$ cat config.mk
export PLATFORM = sky130hd
export DESIGN_NAME = dma_channel_control
export DESIGN_NICKNAME = d
export VERILOG_FILES = /design/src/hw/dma_channel_pkg.sv /design/src/hw/dma_channel_control.sv
export SDC_FILE = /design/constraint.sdc
export NUM_CORES = 1
export LEC_CHECK = 0
export ABC_AREA = 1
export ABC_CLOCK_PERIOD_IN_PS = 5300
export BUFFER_PORTS_ARGS = -buffer_cell sky130_fd_sc_hd__buf_2
export CAP_MARGIN = 20
export CORE_UTILIZATION = 64
export CTS_BUF_LIST = sky130_fd_sc_hd__clkbuf_4 sky130_fd_sc_hd__clkbuf_8
export CTS_CLUSTER_DIAMETER = 40
export DETAILED_ROUTE_END_ITERATION = 10
export HOLD_SLACK_MARGIN = 0.03
export PLACE_DENSITY = 0.89
export SYNTH_ARGS = -nofsm -noshare
export SYNTH_HDL_FRONTEND = slang
export SYNTH_SLANG_ARGS = --single-unit
export TNS_END_PERCENT = 5
$ cat constraint.sdc
create_clock -name clk -period 5.3 [get_ports clk]
set_clock_uncertainty 0.1 [all_clocks]
set_input_delay 1.06 -clock clk [delete_from_list [all_inputs] [get_ports clk]]
set_output_delay 1.06 -clock clk [all_outputs]
set_load 0.01 [all_outputs]
$ cat src/hw/dma_channel_pkg.sv
package dma_channel_pkg;
  // register offsets, byte addresses
  localparam logic [7:0] OFS_CONTROL = 8'h00;
  localparam logic [7:0] OFS_COUNT = 8'h04;
  localparam logic [7:0] OFS_SOURCE = 8'h08;
  // control field positions
  localparam int POS_INDIRECT = 20;
  localparam int POS_SRC_STEP = 12;
  localparam int POS_REQ_SRC = 8;
  localparam int POS_SENSE = 6;
  localparam int POS_BUS_HOLD = 5;
  localparam int POS_UNIT = 3;
  localparam int POS_IRQ_EN = 2;
  localparam int POS_DONE = 1;
  localparam int POS_ENABLE = 0;
  // reset values
  localparam logic [1:0] RST_SRC_STEP = 2'h0;
  localparam logic [3:0] RST_REQ_SRC = 4'h0;
  localparam logic [1:0] RST_UNIT = 2'h0;
  localparam logic [23:0] RST_COUNT = 24'h00_0000;
  localparam logic [31:0] RST_SOURCE = 32'h0000_0000;
  localparam logic [31:0] RST_READ = 32'h0000_0000;
  // source step codes
  localparam logic [1:0] STEP_FIXED = 2'h0;
  localparam logic [1:0] STEP_UP = 2'h1;
  localparam logic [1:0] STEP_DOWN = 2'h2;
  // unit size codes
  localparam logic [1:0] UNIT_BYTE = 2'h0;
  localparam logic [1:0] UNIT_HALF = 2'h1;
  localparam logic [1:0] UNIT_WORD = 2'h2;
  // request source codes
  localparam logic [3:0] REQ_EXT_DUAL = 4'h0;
  localparam logic [3:0] REQ_EXT_MEM_TO_DEV = 4'h2;
  localparam logic [3:0] REQ_EXT_DEV_TO_MEM = 4'h3;
  localparam logic [3:0] REQ_AUTO = 4'h4;
  localparam logic [3:0] REQ_PERIPH_FIRST = 4'h6;
  // transfer count that is the last one
  localparam logic [23:0] COUNT_LAST = 24'h00_0001;
  // channel states
  typedef enum logic [1:0] {idle, steal, burst} chan_state_type;
endpackage

$ cat src/hw/dma_channel_control.sv
`timescale 1ns/1ps
module dma_channel_control
  import dma_channel_pkg::*;
#(
  parameter int chan_index = 0
)
(
  input wire logic clk,
  input wire logic reset,
  input wire logic standby,
  input wire logic [7:0] address,
  input wire logic [31:0] write_data,
  input wire logic write_strobe,
  input wire logic read_strobe,
  output logic [31:0] read_data,
  input wire logic master_enable,
  input wire logic nmi_abort_flag,
  input wire logic address_error_flag,
  input wire logic ext_request_pin_n,
  input wire logic [9:0] periph_request_n,
  input wire logic unit_done,
  output logic transfer_request,
  output logic transfer_enabled,
  output logic bus_hold_select,
  output logic [1:0] unit_size,
  output logic single_address,
  output logic indirect_mode,
  output logic [31:0] source_address,
  output logic transfer_end_irq
);

  // byte step for one unit, indirect pointer always moves by a word
  function automatic logic [31:0] unit_bytes(input logic [1:0] size,
                                             input logic indirect);
    logic [31:0] result;
    result = 32'h0000_0001;
    case (size)
      UNIT_HALF:
        result = 32'h0000_0002;
      UNIT_WORD:
        result = 32'h0000_0004;
      default:
        result = 32'h0000_0001;
    endcase
    // indirect pointer ignores the unit size
    if (indirect)
      result = 32'h0000_0004;
    return result;
  endfunction

  // true for the three external request codes
  function automatic logic is_ext_code(input logic [3:0] code);
    logic result;
    result = 1'b0;
    if (code == REQ_EXT_DUAL)
      result = 1'b1;
    else if (code == REQ_EXT_MEM_TO_DEV)
      result = 1'b1;
    else if (code == REQ_EXT_DEV_TO_MEM)
      result = 1'b1;
    return result;
  endfunction

  localparam bit ext_capable = (chan_index < 2);
  localparam bit indirect_capable = (chan_index == 3);

  // control fields
  logic [1:0] src_step;
  logic [3:0] request_source_select;
  logic request_sense_select;
  logic done_irq_enable;
  logic count_done_flag;
  logic channel_enable;
  logic done_seen;
  logic [23:0] transfer_count;
  chan_state_type state;

  // external pin synchroniser and filtered level
  logic pin_s1;
  logic pin_s2;
  logic pin_s3;
  logic pin_level;
  logic pin_level_prev;
  logic [9:0] periph_prev;

  // bus decode
  wire control_hit = (address == OFS_CONTROL);
  wire count_hit = (address == OFS_COUNT);
  wire source_hit = (address == OFS_SOURCE);
  wire control_write = write_strobe && control_hit;
  wire count_write = write_strobe && count_hit;
  wire source_write = write_strobe && source_hit;
  wire control_read = read_strobe && control_hit;

  // request source decode
  wire src_is_ext = ext_capable &&
    is_ext_code(request_source_select);
  wire src_is_auto = (request_source_select == REQ_AUTO);
  wire src_is_periph =
    (request_source_select >= REQ_PERIPH_FIRST);
  wire [3:0] periph_index = request_source_select - REQ_PERIPH_FIRST;
  wire dev_to_mem = src_is_ext &&
    (request_source_select == REQ_EXT_DEV_TO_MEM);

  // external sensing: low level or falling edge of the filtered pin
  wire ext_low = !pin_level;
  wire ext_fall = pin_level_prev && !pin_level;
  wire ext_hit = src_is_ext &&
    (request_sense_select ? ext_fall : ext_low);
  // peripheral lines always sensed on a falling edge
  wire [9:0] periph_fall = periph_prev & ~periph_request_n;
  wire periph_hit = src_is_periph &&
    periph_fall[periph_index];

  // channel may transfer only with every gate open
  wire enabled = channel_enable && !count_done_flag && master_enable &&
    !nmi_abort_flag && !address_error_flag;
  wire request_hit = ext_hit || periph_hit;
  wire unit_ok = unit_done && (state != idle) && enabled;
  wire finishing = unit_ok && (transfer_count == COUNT_LAST);

  // source pointer step
  wire hold_source = dev_to_mem && single_address;
  wire indirect_on = indirect_mode && indirect_capable;
  wire [31:0] step = unit_bytes(unit_size, indirect_on);
  wire [31:0] next_source_up = source_address + step;
  wire [31:0] next_source_down = source_address - step;

  // count-done clear: 0 write only after it was read as 1
  wire done_clear = control_write && done_seen &&
    !write_data[POS_DONE];

  // read mux, reserved bits zero
  wire [31:0] control_view = {11'h000, indirect_on, 6'h00, src_step,
    request_source_select, 1'b0, request_sense_select, bus_hold_select,
    unit_size, done_irq_enable, count_done_flag, channel_enable};
  wire [31:0] read_mux = control_hit ? control_view :
    count_hit ? {8'h00, transfer_count} :
    source_hit ? source_address : RST_READ;

  // state after this cycle
  chan_state_type next_state;
  always_comb
  begin
    next_state = state;
    case (state)
      idle:
        if (enabled && (src_is_auto || request_hit))
          next_state = bus_hold_select ? burst : steal;
      steal:
        if (!enabled || unit_ok)
          next_state = idle;
      burst:
        if (!enabled || finishing)
          next_state = idle;
      default:
        next_state = idle;
    endcase
  end

  // external pin: three flops, idle high after reset
  always_ff @(posedge clk)
  begin
    if (reset)
    begin
      pin_s1 <= 1'b1;
      pin_s2 <= 1'b1;
      pin_s3 <= 1'b1;
    end
    else
    begin
      pin_s1 <= ext_request_pin_n;
      pin_s2 <= pin_s1;
      pin_s3 <= pin_s2;
    end
  end

  // filtered level: change taken once second and third agree
  always_ff @(posedge clk)
  begin
    if (reset)
    begin
      pin_level <= 1'b1;
      pin_level_prev <= 1'b1;
    end
    else
    begin
      if (pin_s2 == pin_s3)
        pin_level <= pin_s3;
      pin_level_prev <= pin_level;
    end
  end

  // previous peripheral lines, idle high so no false edge after reset
  always_ff @(posedge clk)
  begin
    if (reset)
      periph_prev <= 10'h3ff;
    else
      periph_prev <= periph_request_n;
  end

  // transfer configuration fields
  always_ff @(posedge clk)
  begin
    if (reset || standby)
    begin
      src_step <= RST_SRC_STEP;
      request_source_select <= RST_REQ_SRC;
      request_sense_select <= 1'b0;
      bus_hold_select <= 1'b0;
      unit_size <= RST_UNIT;
      done_irq_enable <= 1'b0;
    end
    else if (control_write)
    begin
      src_step <= write_data[POS_SRC_STEP +: 2];
      request_source_select <= write_data[POS_REQ_SRC +: 4];
      request_sense_select <= ext_capable &&
        write_data[POS_SENSE];
      bus_hold_select <= write_data[POS_BUS_HOLD];
      unit_size <= write_data[POS_UNIT +: 2];
      done_irq_enable <= write_data[POS_IRQ_EN];
    end
  end

  // channel enable and indirect bit, the latter on channel 3 only
  always_ff @(posedge clk)
  begin
    if (reset || standby)
    begin
      channel_enable <= 1'b0;
      indirect_mode <= 1'b0;
    end
    else if (control_write)
    begin
      channel_enable <= write_data[POS_ENABLE];
      indirect_mode <= indirect_capable &&
        write_data[POS_INDIRECT];
    end
  end

  // count-done flag: hardware set wins over software clear
  always_ff @(posedge clk)
  begin
    if (reset || standby)
      count_done_flag <= 1'b0;
    else if (finishing)
      count_done_flag <= 1'b1;
    else if (done_clear)
      count_done_flag <= 1'b0;
  end

  // remembers a read of the flag as 1; any control write clears it
  always_ff @(posedge clk)
  begin
    if (reset || standby)
      done_seen <= 1'b0;
    else if (control_read && count_done_flag)
      done_seen <= 1'b1;
    else if (control_write)
      done_seen <= 1'b0;
  end

  // transfer count: load, or one less per unit
  always_ff @(posedge clk)
  begin
    if (reset || standby)
      transfer_count <= RST_COUNT;
    else if (count_write)
      transfer_count <= write_data[23:0];
    else if (unit_ok)
      transfer_count <= transfer_count - COUNT_LAST;
  end

  // source pointer: load, or step after each unit
  always_ff @(posedge clk)
  begin
    if (reset || standby)
      source_address <= RST_SOURCE;
    else if (source_write)
      source_address <= write_data;
    else if (unit_ok && !hold_source && src_step == STEP_UP)
      source_address <= next_source_up;
    else if (unit_ok && !hold_source && src_step == STEP_DOWN)
      source_address <= next_source_down;
  end

  // sequencer state
  always_ff @(posedge clk)
  begin
    if (reset || standby)
      state <= idle;
    else
      state <= next_state;
  end

  // bus request and enable status
  always_ff @(posedge clk)
  begin
    if (reset || standby)
    begin
      transfer_request <= 1'b0;
      transfer_enabled <= 1'b0;
    end
    else
    begin
      transfer_request <= (next_state != idle) && enabled &&
        !finishing;
      transfer_enabled <= enabled;
    end
  end

  // address mode and completion interrupt
  always_ff @(posedge clk)
  begin
    if (reset || standby)
    begin
      single_address <= 1'b0;
      transfer_end_irq <= 1'b0;
    end
    else
    begin
      single_address <= src_is_ext &&
        request_source_select != REQ_EXT_DUAL;
      transfer_end_irq <= done_irq_enable &&
        (count_done_flag || finishing) && !done_clear;
    end
  end

  // read data stands for one cycle after the strobe, else zero
  always_ff @(posedge clk)
  begin
    if (reset || standby)
      read_data <= RST_READ;
    else
      read_data <= read_strobe ? read_mux : RST_READ;
  end

endmodule

==> results.tsv, run 1 <==
metric	value	unit
CTS Root Cell	clkbuf_8	
HP Class	reg2reg	
Placed Area	8670	µm²
multi-input logic area	4440	µm²
worst hold stages	1	
syn_nets	1330	
r2r endpoint	source_address[12]	
PD cells	208	nW/µm²
Compound-Gate Fraction of Synth Area	0.151	
GPL Wtd Cong	1.04	
Peak supply drop	0.000169	V
vias in the first global route	8124	
routed wire length	26.3	mm
CP Capture Type	flop	
reg2reg path depth	19	
Register Area	2460	µm²
fin cells	1547	
Mapped Avg Cell Area	6.37	µm²
CTS Sinks	123	
total number of vias	9098	
antenna violations before repair	0	
die width	113	µm
nets@finish	1452	
Max Fclk	251	MHz
Setup WS post-layout	1.32	ns
DRC Markers	0	
DP HPWL	19.6	mm
hold slack	0.325	ns
largest net degree at the start of global routing	57	
Post-CTS Setup Bufs	0	
Layout area overhead	14.5	%
Ports	132	
DRT Pass-1 Iters	8	
number of synthesized register bits	123	
CTS tree	done	
post-DR vias/cell	5.88	
Num CTS Buffers	17	
status	completed	
crit path launch type	primary input	
FF-to-FF setup slack	1.42	ns
simple-gate share of the synthesized area	0.341	
worst path required time	5.51	ns
worst-path fanout max	20	
Routed Antenna Nets	0	
Mapped Cells	1247	
Ant. Diodes	0	
I/O Buffers	130	
first-pass GRT wire length	41.2	mm
Yosys warning count	0	
Final Hold Viols	0	
Final Slew Violations	0	
Sw Share	0.225	
Synth Area in XOR/XNOR	0.0298	
filler instances	1046	
Adder-Cell Fraction of Synth Area	0.0372	
depth of the CTS H-tree	4	
DP Cell Count	1517	
Leak Pwr	4.55	nW
Cell Area, Synth	7940	µm²
CTS Buffer Depth	2	
Post-synth EDFFs	0	
Total Power	1.89	mW
Hold Buf Count CTS	0	
fin util	0.754	
post-synthesis mux area share	0	
dominant synthesized flop cell	dfxtp_1	
die area	12900	µm²
combinational family with the most area after synthesis	simple AND/OR/NAND/NOR gates	
Worst Tran Pin Value	0.756	ns
share of cells above drive strength 1	0.162	
RR Startpoint	src_step[0]	
clock power share	0.467	
setup tns final	0	ns
kind of critical path	in2reg	
Arr. time, crit path	4.19	ns
RSZ-0062 raised after global routing	false	
sequential area share after synthesis	0.310	
setup violators final	0	
Core ar.	12100	µm²
Yosys cell types	51	
post-layout min period	3.98	ns
gr usage total	0.417	
Max-Cap Viols	0	
pre-CTS setup slack	1.03	ns
Post-CTS Resized	0	
Worst Hold End	pin_s2	
initial drt markers	1554	
grt total ovfl	0	
Die Ht	113	µm
hold path start	pin_s1	
Initial Util	0.658	
Final Cell Area	9090	µm²
sw power	426	µW
combinational share of power	0.041	
Slew headroom	0.495	
Synth async-reset ratio	0	
Flop pwr share	0.492	
Tcrit/Tclk final	0.752	
Clk Latency, worst-skew pair	0.45	ns
Rows	40	
DR WL/cell	17.0	µm
Worst-path clk slew	0.07	ns
Pint	1.47	mW
## cell type report
cell class / instances / share of cell area
repair buffers: 138 / 0.0782
inverters: 228 / 0.0944
clock inverters: 7 / 0.0127
clock buffers: 22 / 0.0326
well taps: 168 / 0.0231
multi-input cells: 861 / 0.488
flip-flops and latches: 123 / 0.271
## Yosys cell counts (4+ instances only)
cell type  number  area share
a21oi_1        60       0.038
a31oi_1        34       0.027
buf_2           9      0.0057
buf_6           4      0.0057
clkbuf_1       18      0.0085
dfxtp_1       123        0.31
ha_1           22       0.035
inv_1         216        0.10
inv_2          10      0.0047
nand2_1       340        0.16
nand2_2         8      0.0063
nand3_1        71       0.045
nand3_2         4      0.0050
nand4_1        27       0.021
nor2_1        107       0.051
nor2_2          6      0.0047
nor3_1         10      0.0063
o211ai_1       10      0.0095
o21ai_0        54       0.034
o21ai_1        12      0.0076
o221ai_1        6      0.0066
o22ai_1        18       0.014
or2_2           8      0.0063
xnor2_1         6      0.0066
xor2_1         21       0.023
## cells by family (layout without fill, tap and decap cells)
| family | count (synthesis) | in the layout |
|---|---|---|
| xor gates and xnor gates | 27 | 27 |
| adders and majority gates | 23 | 23 |
| buffers and inverters | 263 | 395 |
| AOI/OAI and AO/OA | 208 | 208 |
| and+or+nand+nor | 602 | 602 |
| DFF | 123 | 123 |
| other | 1 | 1 |
## worst max-delay path: stages
cell	delay, ns
buf_2	0.10
inv_1	0.07
nand3_1	0.08
nor2_1	0.22
nand4_4	0.36
or2_2	0.42
ha_1	0.34
nand2_1	0.08
nor2_1	0.04
a211oi_1	0.32
nor2_1	0.07
nand3_1	0.09
nand2_1	0.11
nand2_1	0.08
nand2_1	0.10
nand2_1	0.08
nand2_1	0.12
o21ai_0	0.23
a21oi_1	0.07
nor2_1	0.10
nor2_1	0.05
## worst max path at each step
stage	from	to	cells after the start	slack [ns]
2_1_floorplan	address_error_flag	source_address[16]	21	1.44
3_3_place_gp	address_error_flag	source_address[30]	21	1.13
3_5_place_dp	address_error_flag	source_address[12]	21	1.03
4_1_cts	address_error_flag	source_address[12]	21	1.42
5_1_grt	address_error_flag	source_address[12]	21	1.03
6_report	address_error_flag	source_address[12]	21	1.32
## power by group through the flow
stage / Sequential [mW] / Clock, mW / Combinational [mW]
floorplan: 0.952 / 0 / 0.0331
global placement: 0.952 / 0 / 0.0727
detailed placement: 0.952 / 0 / 0.0740
CTS: 0.931 / 0.882 / 0.0749
global route: 0.931 / 0.926 / 0.0826
finish: 0.931 / 0.885 / 0.0775
## metal layers
metal  track usage  share of wire
met1         0.560           0.39
met2         0.633           0.43
met3         0.103           0.14
met4         0.188          0.042
met5             0              0
## placed cells by master, fill, tap and decap left out, drive strengths merged, types with 2 or more instances in the layout
cell and n:
o21bai 2, dfxtp 123, a211oi 2, or2 8, a21oi 62, o31ai 3
ha 22, clkbuf 22, o22ai 18, nor2 118, nor4 6, o221ai 6
inv 226, clkinvlp 2, nand3 76, clkinv 4, nand2 349, nor3 13
xor2 21, xnor2 6, bufinv 3, o211ai 10, a31oi 34, nand4 30
o21ai 66, buf 138
## sequential cells by signal, summed over array words and instances, names as in the netlist
register,count
pin_s3,1
pin_level_prev,1
source_address,32
count_done_flag,1
done_irq_enable,1
request_source_select,4
single_address,1
transfer_end_irq,1
pin_level,1
periph_prev,10
src_step,2
unit_size,2
done_seen,1
pin_s2,1
channel_enable,1
transfer_count,24
pin_s1,1
request_sense_select,1
transfer_enabled,1
bus_hold_select,1
read_data,32
state,2
transfer_request,1
No activity file was read; power rests on OpenSTA's default activity.
==> run 2, diff against run 1 <==
--- a/config.mk
+++ b/config.mk
@@ -6,15 +6,15 @@
 export NUM_CORES = 1
 export LEC_CHECK = 0
 export ABC_AREA = 1
-export ABC_CLOCK_PERIOD_IN_PS = 5300
+export ABC_CLOCK_PERIOD_IN_PS = 4000
 export BUFFER_PORTS_ARGS = -buffer_cell sky130_fd_sc_hd__buf_2
 export CAP_MARGIN = 20
-export CORE_UTILIZATION = 64
+export CORE_UTILIZATION = 59
 export CTS_BUF_LIST = sky130_fd_sc_hd__clkbuf_4 sky130_fd_sc_hd__clkbuf_8
 export CTS_CLUSTER_DIAMETER = 40
 export DETAILED_ROUTE_END_ITERATION = 10
 export HOLD_SLACK_MARGIN = 0.03
-export PLACE_DENSITY = 0.89
+export PLACE_DENSITY = 0.83
 export SYNTH_ARGS = -nofsm -noshare
 export SYNTH_HDL_FRONTEND = slang
 export SYNTH_SLANG_ARGS = --single-unit
==> constraint.sdc (replaced) <==
create_clock -name clk -period 4 [get_ports clk]
set_clock_uncertainty 0.1 [all_clocks]
set_input_delay 0.8 -clock clk [delete_from_list [all_inputs] [get_ports clk]]
set_output_delay 0.8 -clock clk [all_outputs]
set_load 0.01 [all_outputs]
==> run 2 against run 1 <==
  * Final area up 0.98%
  * Via count down 2.4%
  * Combinational power grew 33%
  * First-iteration DRC count is 24% lower
  * Setup slack worse by 0.72 ns
  * Core utilization decreased by 5.8 points
  * Critical path depth unchanged
  * Final cell count is 1.0% higher
  * Clock power rose by 45%
==> results.tsv, run 2 (synthesis gave the netlist of run 1 again) <==
metric	value	unit
top flop regs	read_data: 32 flops, source_address: 32 flops, transfer_count: 24 flops	
Slew headroom	0.477	
clock power share	0.490	
Arr. time, crit path	3.69	ns
die width	118	µm
PD cells	285	nW/µm²
Die Ht	118	µm
Peak supply drop	0.000174	V
fin cells	1563	
largest net degree at the start of global routing	57	
sw power	616	µW
first-pass GRT wire length	41.4	mm
share of cells above drive strength 1	0.167	
vias in the first global route	7968	
Initial Util	0.602	
DRT Pass-1 Iters	6	
die area	13900	µm²
CTS Sinks	123	
Flop pwr share	0.471	
routed wire length	26.3	mm
HP Class	reg2reg	
CTS tree	done	
initial drt markers	1183	
DP HPWL	19.9	mm
Routed Antenna Nets	0	
Core ar.	13200	µm²
Hold Buf Count CTS	0	
combinational share of power	0.039	
Layout area overhead	15.7	%
Post-CTS Setup Bufs	0	
crit path launch type	flop	
post-DR vias/cell	5.68	
setup tns final	0	ns
DR WL/cell	16.8	µm
gr usage total	0.380	
status	completed	
setup violators final	0	
reg2reg path depth	21	
post-layout min period	3.40	ns
CTS Buffer Depth	2	
Max-Cap Viols	0	
CTS Root Cell	clkbuf_8	
Rows	42	
Ant. Diodes	0	
Leak Pwr	4.60	nW
kind of critical path	reg2reg	
Worst-path clk slew	0.08	ns
RSZ-0062 raised after global routing	false	
Clk Latency, worst-skew pair	0.46	ns
Sw Share	0.236	
Tcrit/Tclk final	0.851	
Worst Tran Pin Value	0.784	ns
most frequent cells in the layout	nand2_1 (340), inv_1 (215), buf_2 (130), dfxtp_1 (123), nor2_1 (106)	
Post-CTS Resized	0	
grt total ovfl	0	
nets@finish	1458	
fin util	0.696	
CP Capture Type	flop	
Final Hold Viols	0	
GPL Wtd Cong	1.04	
pre-CTS setup slack	0.211	ns
Num CTS Buffers	17	
I/O Buffers	130	
worst hold stages	1	
worst-path fanout max	40	
DP Cell Count	1532	
DRC Markers	0	
commonest non-fill, non-tap cell in the layout	nand2_1	
Final Slew Violations	0	
total number of vias	8880	
Pint	2.00	mW
Max Fclk	294	MHz
Ports	132	
Total Power	2.62	mW
antenna violations before repair	0	
worst path required time	4.29	ns
depth of the CTS H-tree	4	
Setup WS post-layout	0.597	ns
[run 2: changes by cell type in the layout (fill, tap and decap cells not counted), sizes merged]
| cell | previous run | this run |
|---|---|---|
| buf | 138 | 144 |
| bufinv | 3 | 4 |
| clkbuf | 22 | 21 |
| inv | 226 | 228 |
[run 2: final cells by class]
cell class / instances / area, µm²
clock buffer: 21 / 283
clock inverter: 10 / 163
fill: 1220 / 4010
timing repair buffer: 144 / 756
inverter: 228 / 858
sequential: 123 / 2460
multi-input combinational: 861 / 4440
tap: 176 / 220
[run 2: per-layer routing]
layer / global-route usage / part of all wire
met5: 0 / 0
met2: 0.572 / 0.43
met1: 0.513 / 0.43
met3: 0.102 / 0.11
met4: 0.157 / 0.030
[run 2: stage by stage]
stage | hold WS (ns) | cell area [µm²]
2_1_floorplan | 0.289 | 7940
3_3_place_gp | 0.292 | 8740
3_5_place_dp | 0.298 | 8740
4_1_cts | 0.316 | 9180
5_1_grt | 0.328 | 9180
6_report | 0.312 | 9180
[run 2: final timing paths]
| check | start | slack (ns) | end |
|---|---|---|---|
| min | pin_s1 | 0.31 | pin_s2 |
| max reg2reg | request_source_select[1] | 0.60 | source_address[20] |
| min reg2reg | pin_s1 | 0.31 | pin_s2 |
| max | request_source_select[1] | 0.60 | source_address[20] |
[run 2: power groups by stage]
stage	logic (mW)	registers, mW	clock network, mW
final	0.103	1.23	1.28
after detailed placement	0.0990	1.26	0
after floorplan	0.0438	1.26	0
after global routing	0.111	1.23	1.33
after CTS	0.0994	1.23	1.28
after global placement	0.0977	1.26	0
[run 2: worst max-delay path: stages (launching register included)]
cell and delay (ns):
dfxtp_1 0.43, nand2_1 0.12, inv_2 0.09, nand3_4 0.08, nand4_4 0.11, buf_4 0.43, ha_1 0.37, nand2_1 0.08
nor2_1 0.04, a211oi_1 0.34, nor2_1 0.07, nand3_1 0.11, nand2_1 0.11, nand2_1 0.07, nand2_1 0.10, nand2_1 0.08
nand2_1 0.11, nand2_1 0.15, nand2_1 0.07, nand2_1 0.06, nand3_1 0.08, a21oi_1 0.11
==> run 3, diff against run 2 <==
--- a/config.mk
+++ b/config.mk
@@ -15,6 +15,7 @@
 export DETAILED_ROUTE_END_ITERATION = 10
 export HOLD_SLACK_MARGIN = 0.03
 export PLACE_DENSITY = 0.83
+export RECOVER_POWER = 25
 export SYNTH_ARGS = -nofsm -noshare
 export SYNTH_HDL_FRONTEND = slang
 export SYNTH_SLANG_ARGS = --single-unit
==> run 3 against run 2 <==
  * Final area is 0.46% lower
  * Register-to-register slack worse by 0.03 ns
  * Highest routed layer unchanged
  * Setup slack worse by 0.030 ns
==> results.tsv, run 3 (synthesis gave the netlist of run 1 again) <==
metric	value	unit
Die Ht	118	µm
Worst-path clk slew	0.08	ns
Final Slew Violations	0	
pre-CTS setup slack	0.211	ns
Worst Tran Pin Value	1.37	ns
DRC Markers	0	
GPL Wtd Cong	1.04	
worst path cell trace	nand2_1 -> inv_2 -> nand3_4 -> nand4_4 -> buf_4 -> ha_1 -> nand2_1 -> nor2_1 -> a211oi_1 -> nor2_1 -> nand3_1 -> nand2_1 -> nand2_1 -> nand2_1 -> nand2_1 -> nand2_1 -> nand2_1 -> nand4_1 -> nand3_1 -> a21oi_1	
most frequent cells in the layout	nand2_1 (340), inv_1 (215), dfxtp_1 (123), nor2_1 (106), buf_2 (98)	
depth of the CTS H-tree	4	
kind of critical path	reg2reg	
crit path launch type	flop	
worst path required time	4.18	ns
status	completed	
Post-CTS Resized	0	
grt total ovfl	0	
Max-Cap Viols	0	
Routed Antenna Nets	0	
largest net degree at the start of global routing	57	
worst-path fanout max	40	
RSZ-0062 raised after global routing	false	
Slowest-stage cell, CP	dfxtp_1	
post-layout min period	3.43	ns
Peak supply drop	0.000173	V
CTS Root Cell	clkbuf_8	
CP Capture Type	flop	
Total Power	2.61	mW
DR WL/cell	16.8	µm
Hold Buf Count CTS	0	
crit-path max cell delay	0.44	ns
Clk Latency, worst-skew pair	0.46	ns
Final Cell Area	9140	µm²
Num CTS Buffers	17	
CP Buf/Inv Count	2	
die area	13900	µm²
commonest non-fill, non-tap cell in the layout	nand2_1	
Initial Util	0.602	
Placed Area	8740	µm²
share of cells above drive strength 1	0.143	
initial drt markers	1255	
die width	118	µm
setup violators final	0	
Core ar.	13200	µm²
total number of vias	8952	
Setup WS post-layout	0.567	ns
I/O Buffers	130	
Register Area	2460	µm²
CTS Buffer Depth	2	
top flop regs	read_data: 32 flops, source_address: 32 flops, transfer_count: 24 flops	
DRT Pass-1 Iters	6	
Tcrit/Tclk final	0.858	
CTS Sinks	123	
fin cells	1563	
Slew headroom	0.0887	
Leak Pwr	4.46	nW
HP Class	reg2reg	
Most Frequent Cell on Critical Path	nand2_1	
gr usage total	0.380	
multi-input logic area	4440	µm²
PD cells	286	nW/µm²
filler instances	1245	
post-DR vias/cell	5.73	
Final Hold Viols	0	
Crit path max-delay family	simple AND/OR/NAND/NOR gates	
Ant. Diodes	0	
DP Cell Count	1532	
Arr. time, crit path	3.61	ns
setup tns final	0	ns
Max Fclk	291	MHz
Rows	42	
Post-CTS Setup Bufs	0	
DP HPWL	19.9	mm
Ports	132	
vias in the first global route	7968	
nets@finish	1458	
Layout area overhead	15.1	%
routed wire length	26.3	mm
CTS tree	done	
first-pass GRT wire length	41.4	mm
antenna violations before repair	0	
## run 3: changes by cell type in the layout (fill, tap and decap cells not counted)
cell	change
buf_2	-32
clkbuf_1	+32
buf_4	-1
clkbuf_2	+1
## run 3: path summary, 6_finish.rpt
kind	start	endpoint	slack, ns	cells after the start
max	request_source_select[1]	source_address[20]	0.57	20
min	pin_s1	pin_s2	0.31	1
max reg2reg	request_source_select[1]	source_address[20]	0.57	20
min reg2reg	pin_s1	pin_s2	0.31	1
## run 3: per-stage QoR
step | util | hold slack, ns
2_1_floorplan | - | 0.289
3_3_place_gp | 0.662 | 0.292
3_5_place_dp | 0.662 | 0.298
4_1_cts | 0.696 | 0.316
5_1_grt | 0.693 | 0.328
6_report | 0.693 | 0.312
## run 3: layout make-up
class | count | share of cell area
well taps | 176 | 0.0241
clock inverters | 10 | 0.0178
repair buffers | 144 | 0.0780
multi-input cells | 861 | 0.486
flip-flops and latches | 123 | 0.269
inverters | 228 | 0.0939
clock buffers | 21 | 0.0309
## run 3: routing by layer
metal  vias to the layer above  part of all wire  wire length, µm  track usage
met1                      4081              0.42            11100        0.513
met4                         0             0.029              761        0.157
li1                       4262                 -                -            -
met3                        68              0.12             3190        0.102
met2                       541              0.43            11200        0.572
met5                         -                 0                0            0
## run 3: power by group
group / switching, mW / internal [mW] / total [mW]
registers: 0.00233 / 1.23 / 1.23
clock network: 0.544 / 0.734 / 1.28
logic: 0.0668 / 0.0355 / 0.102
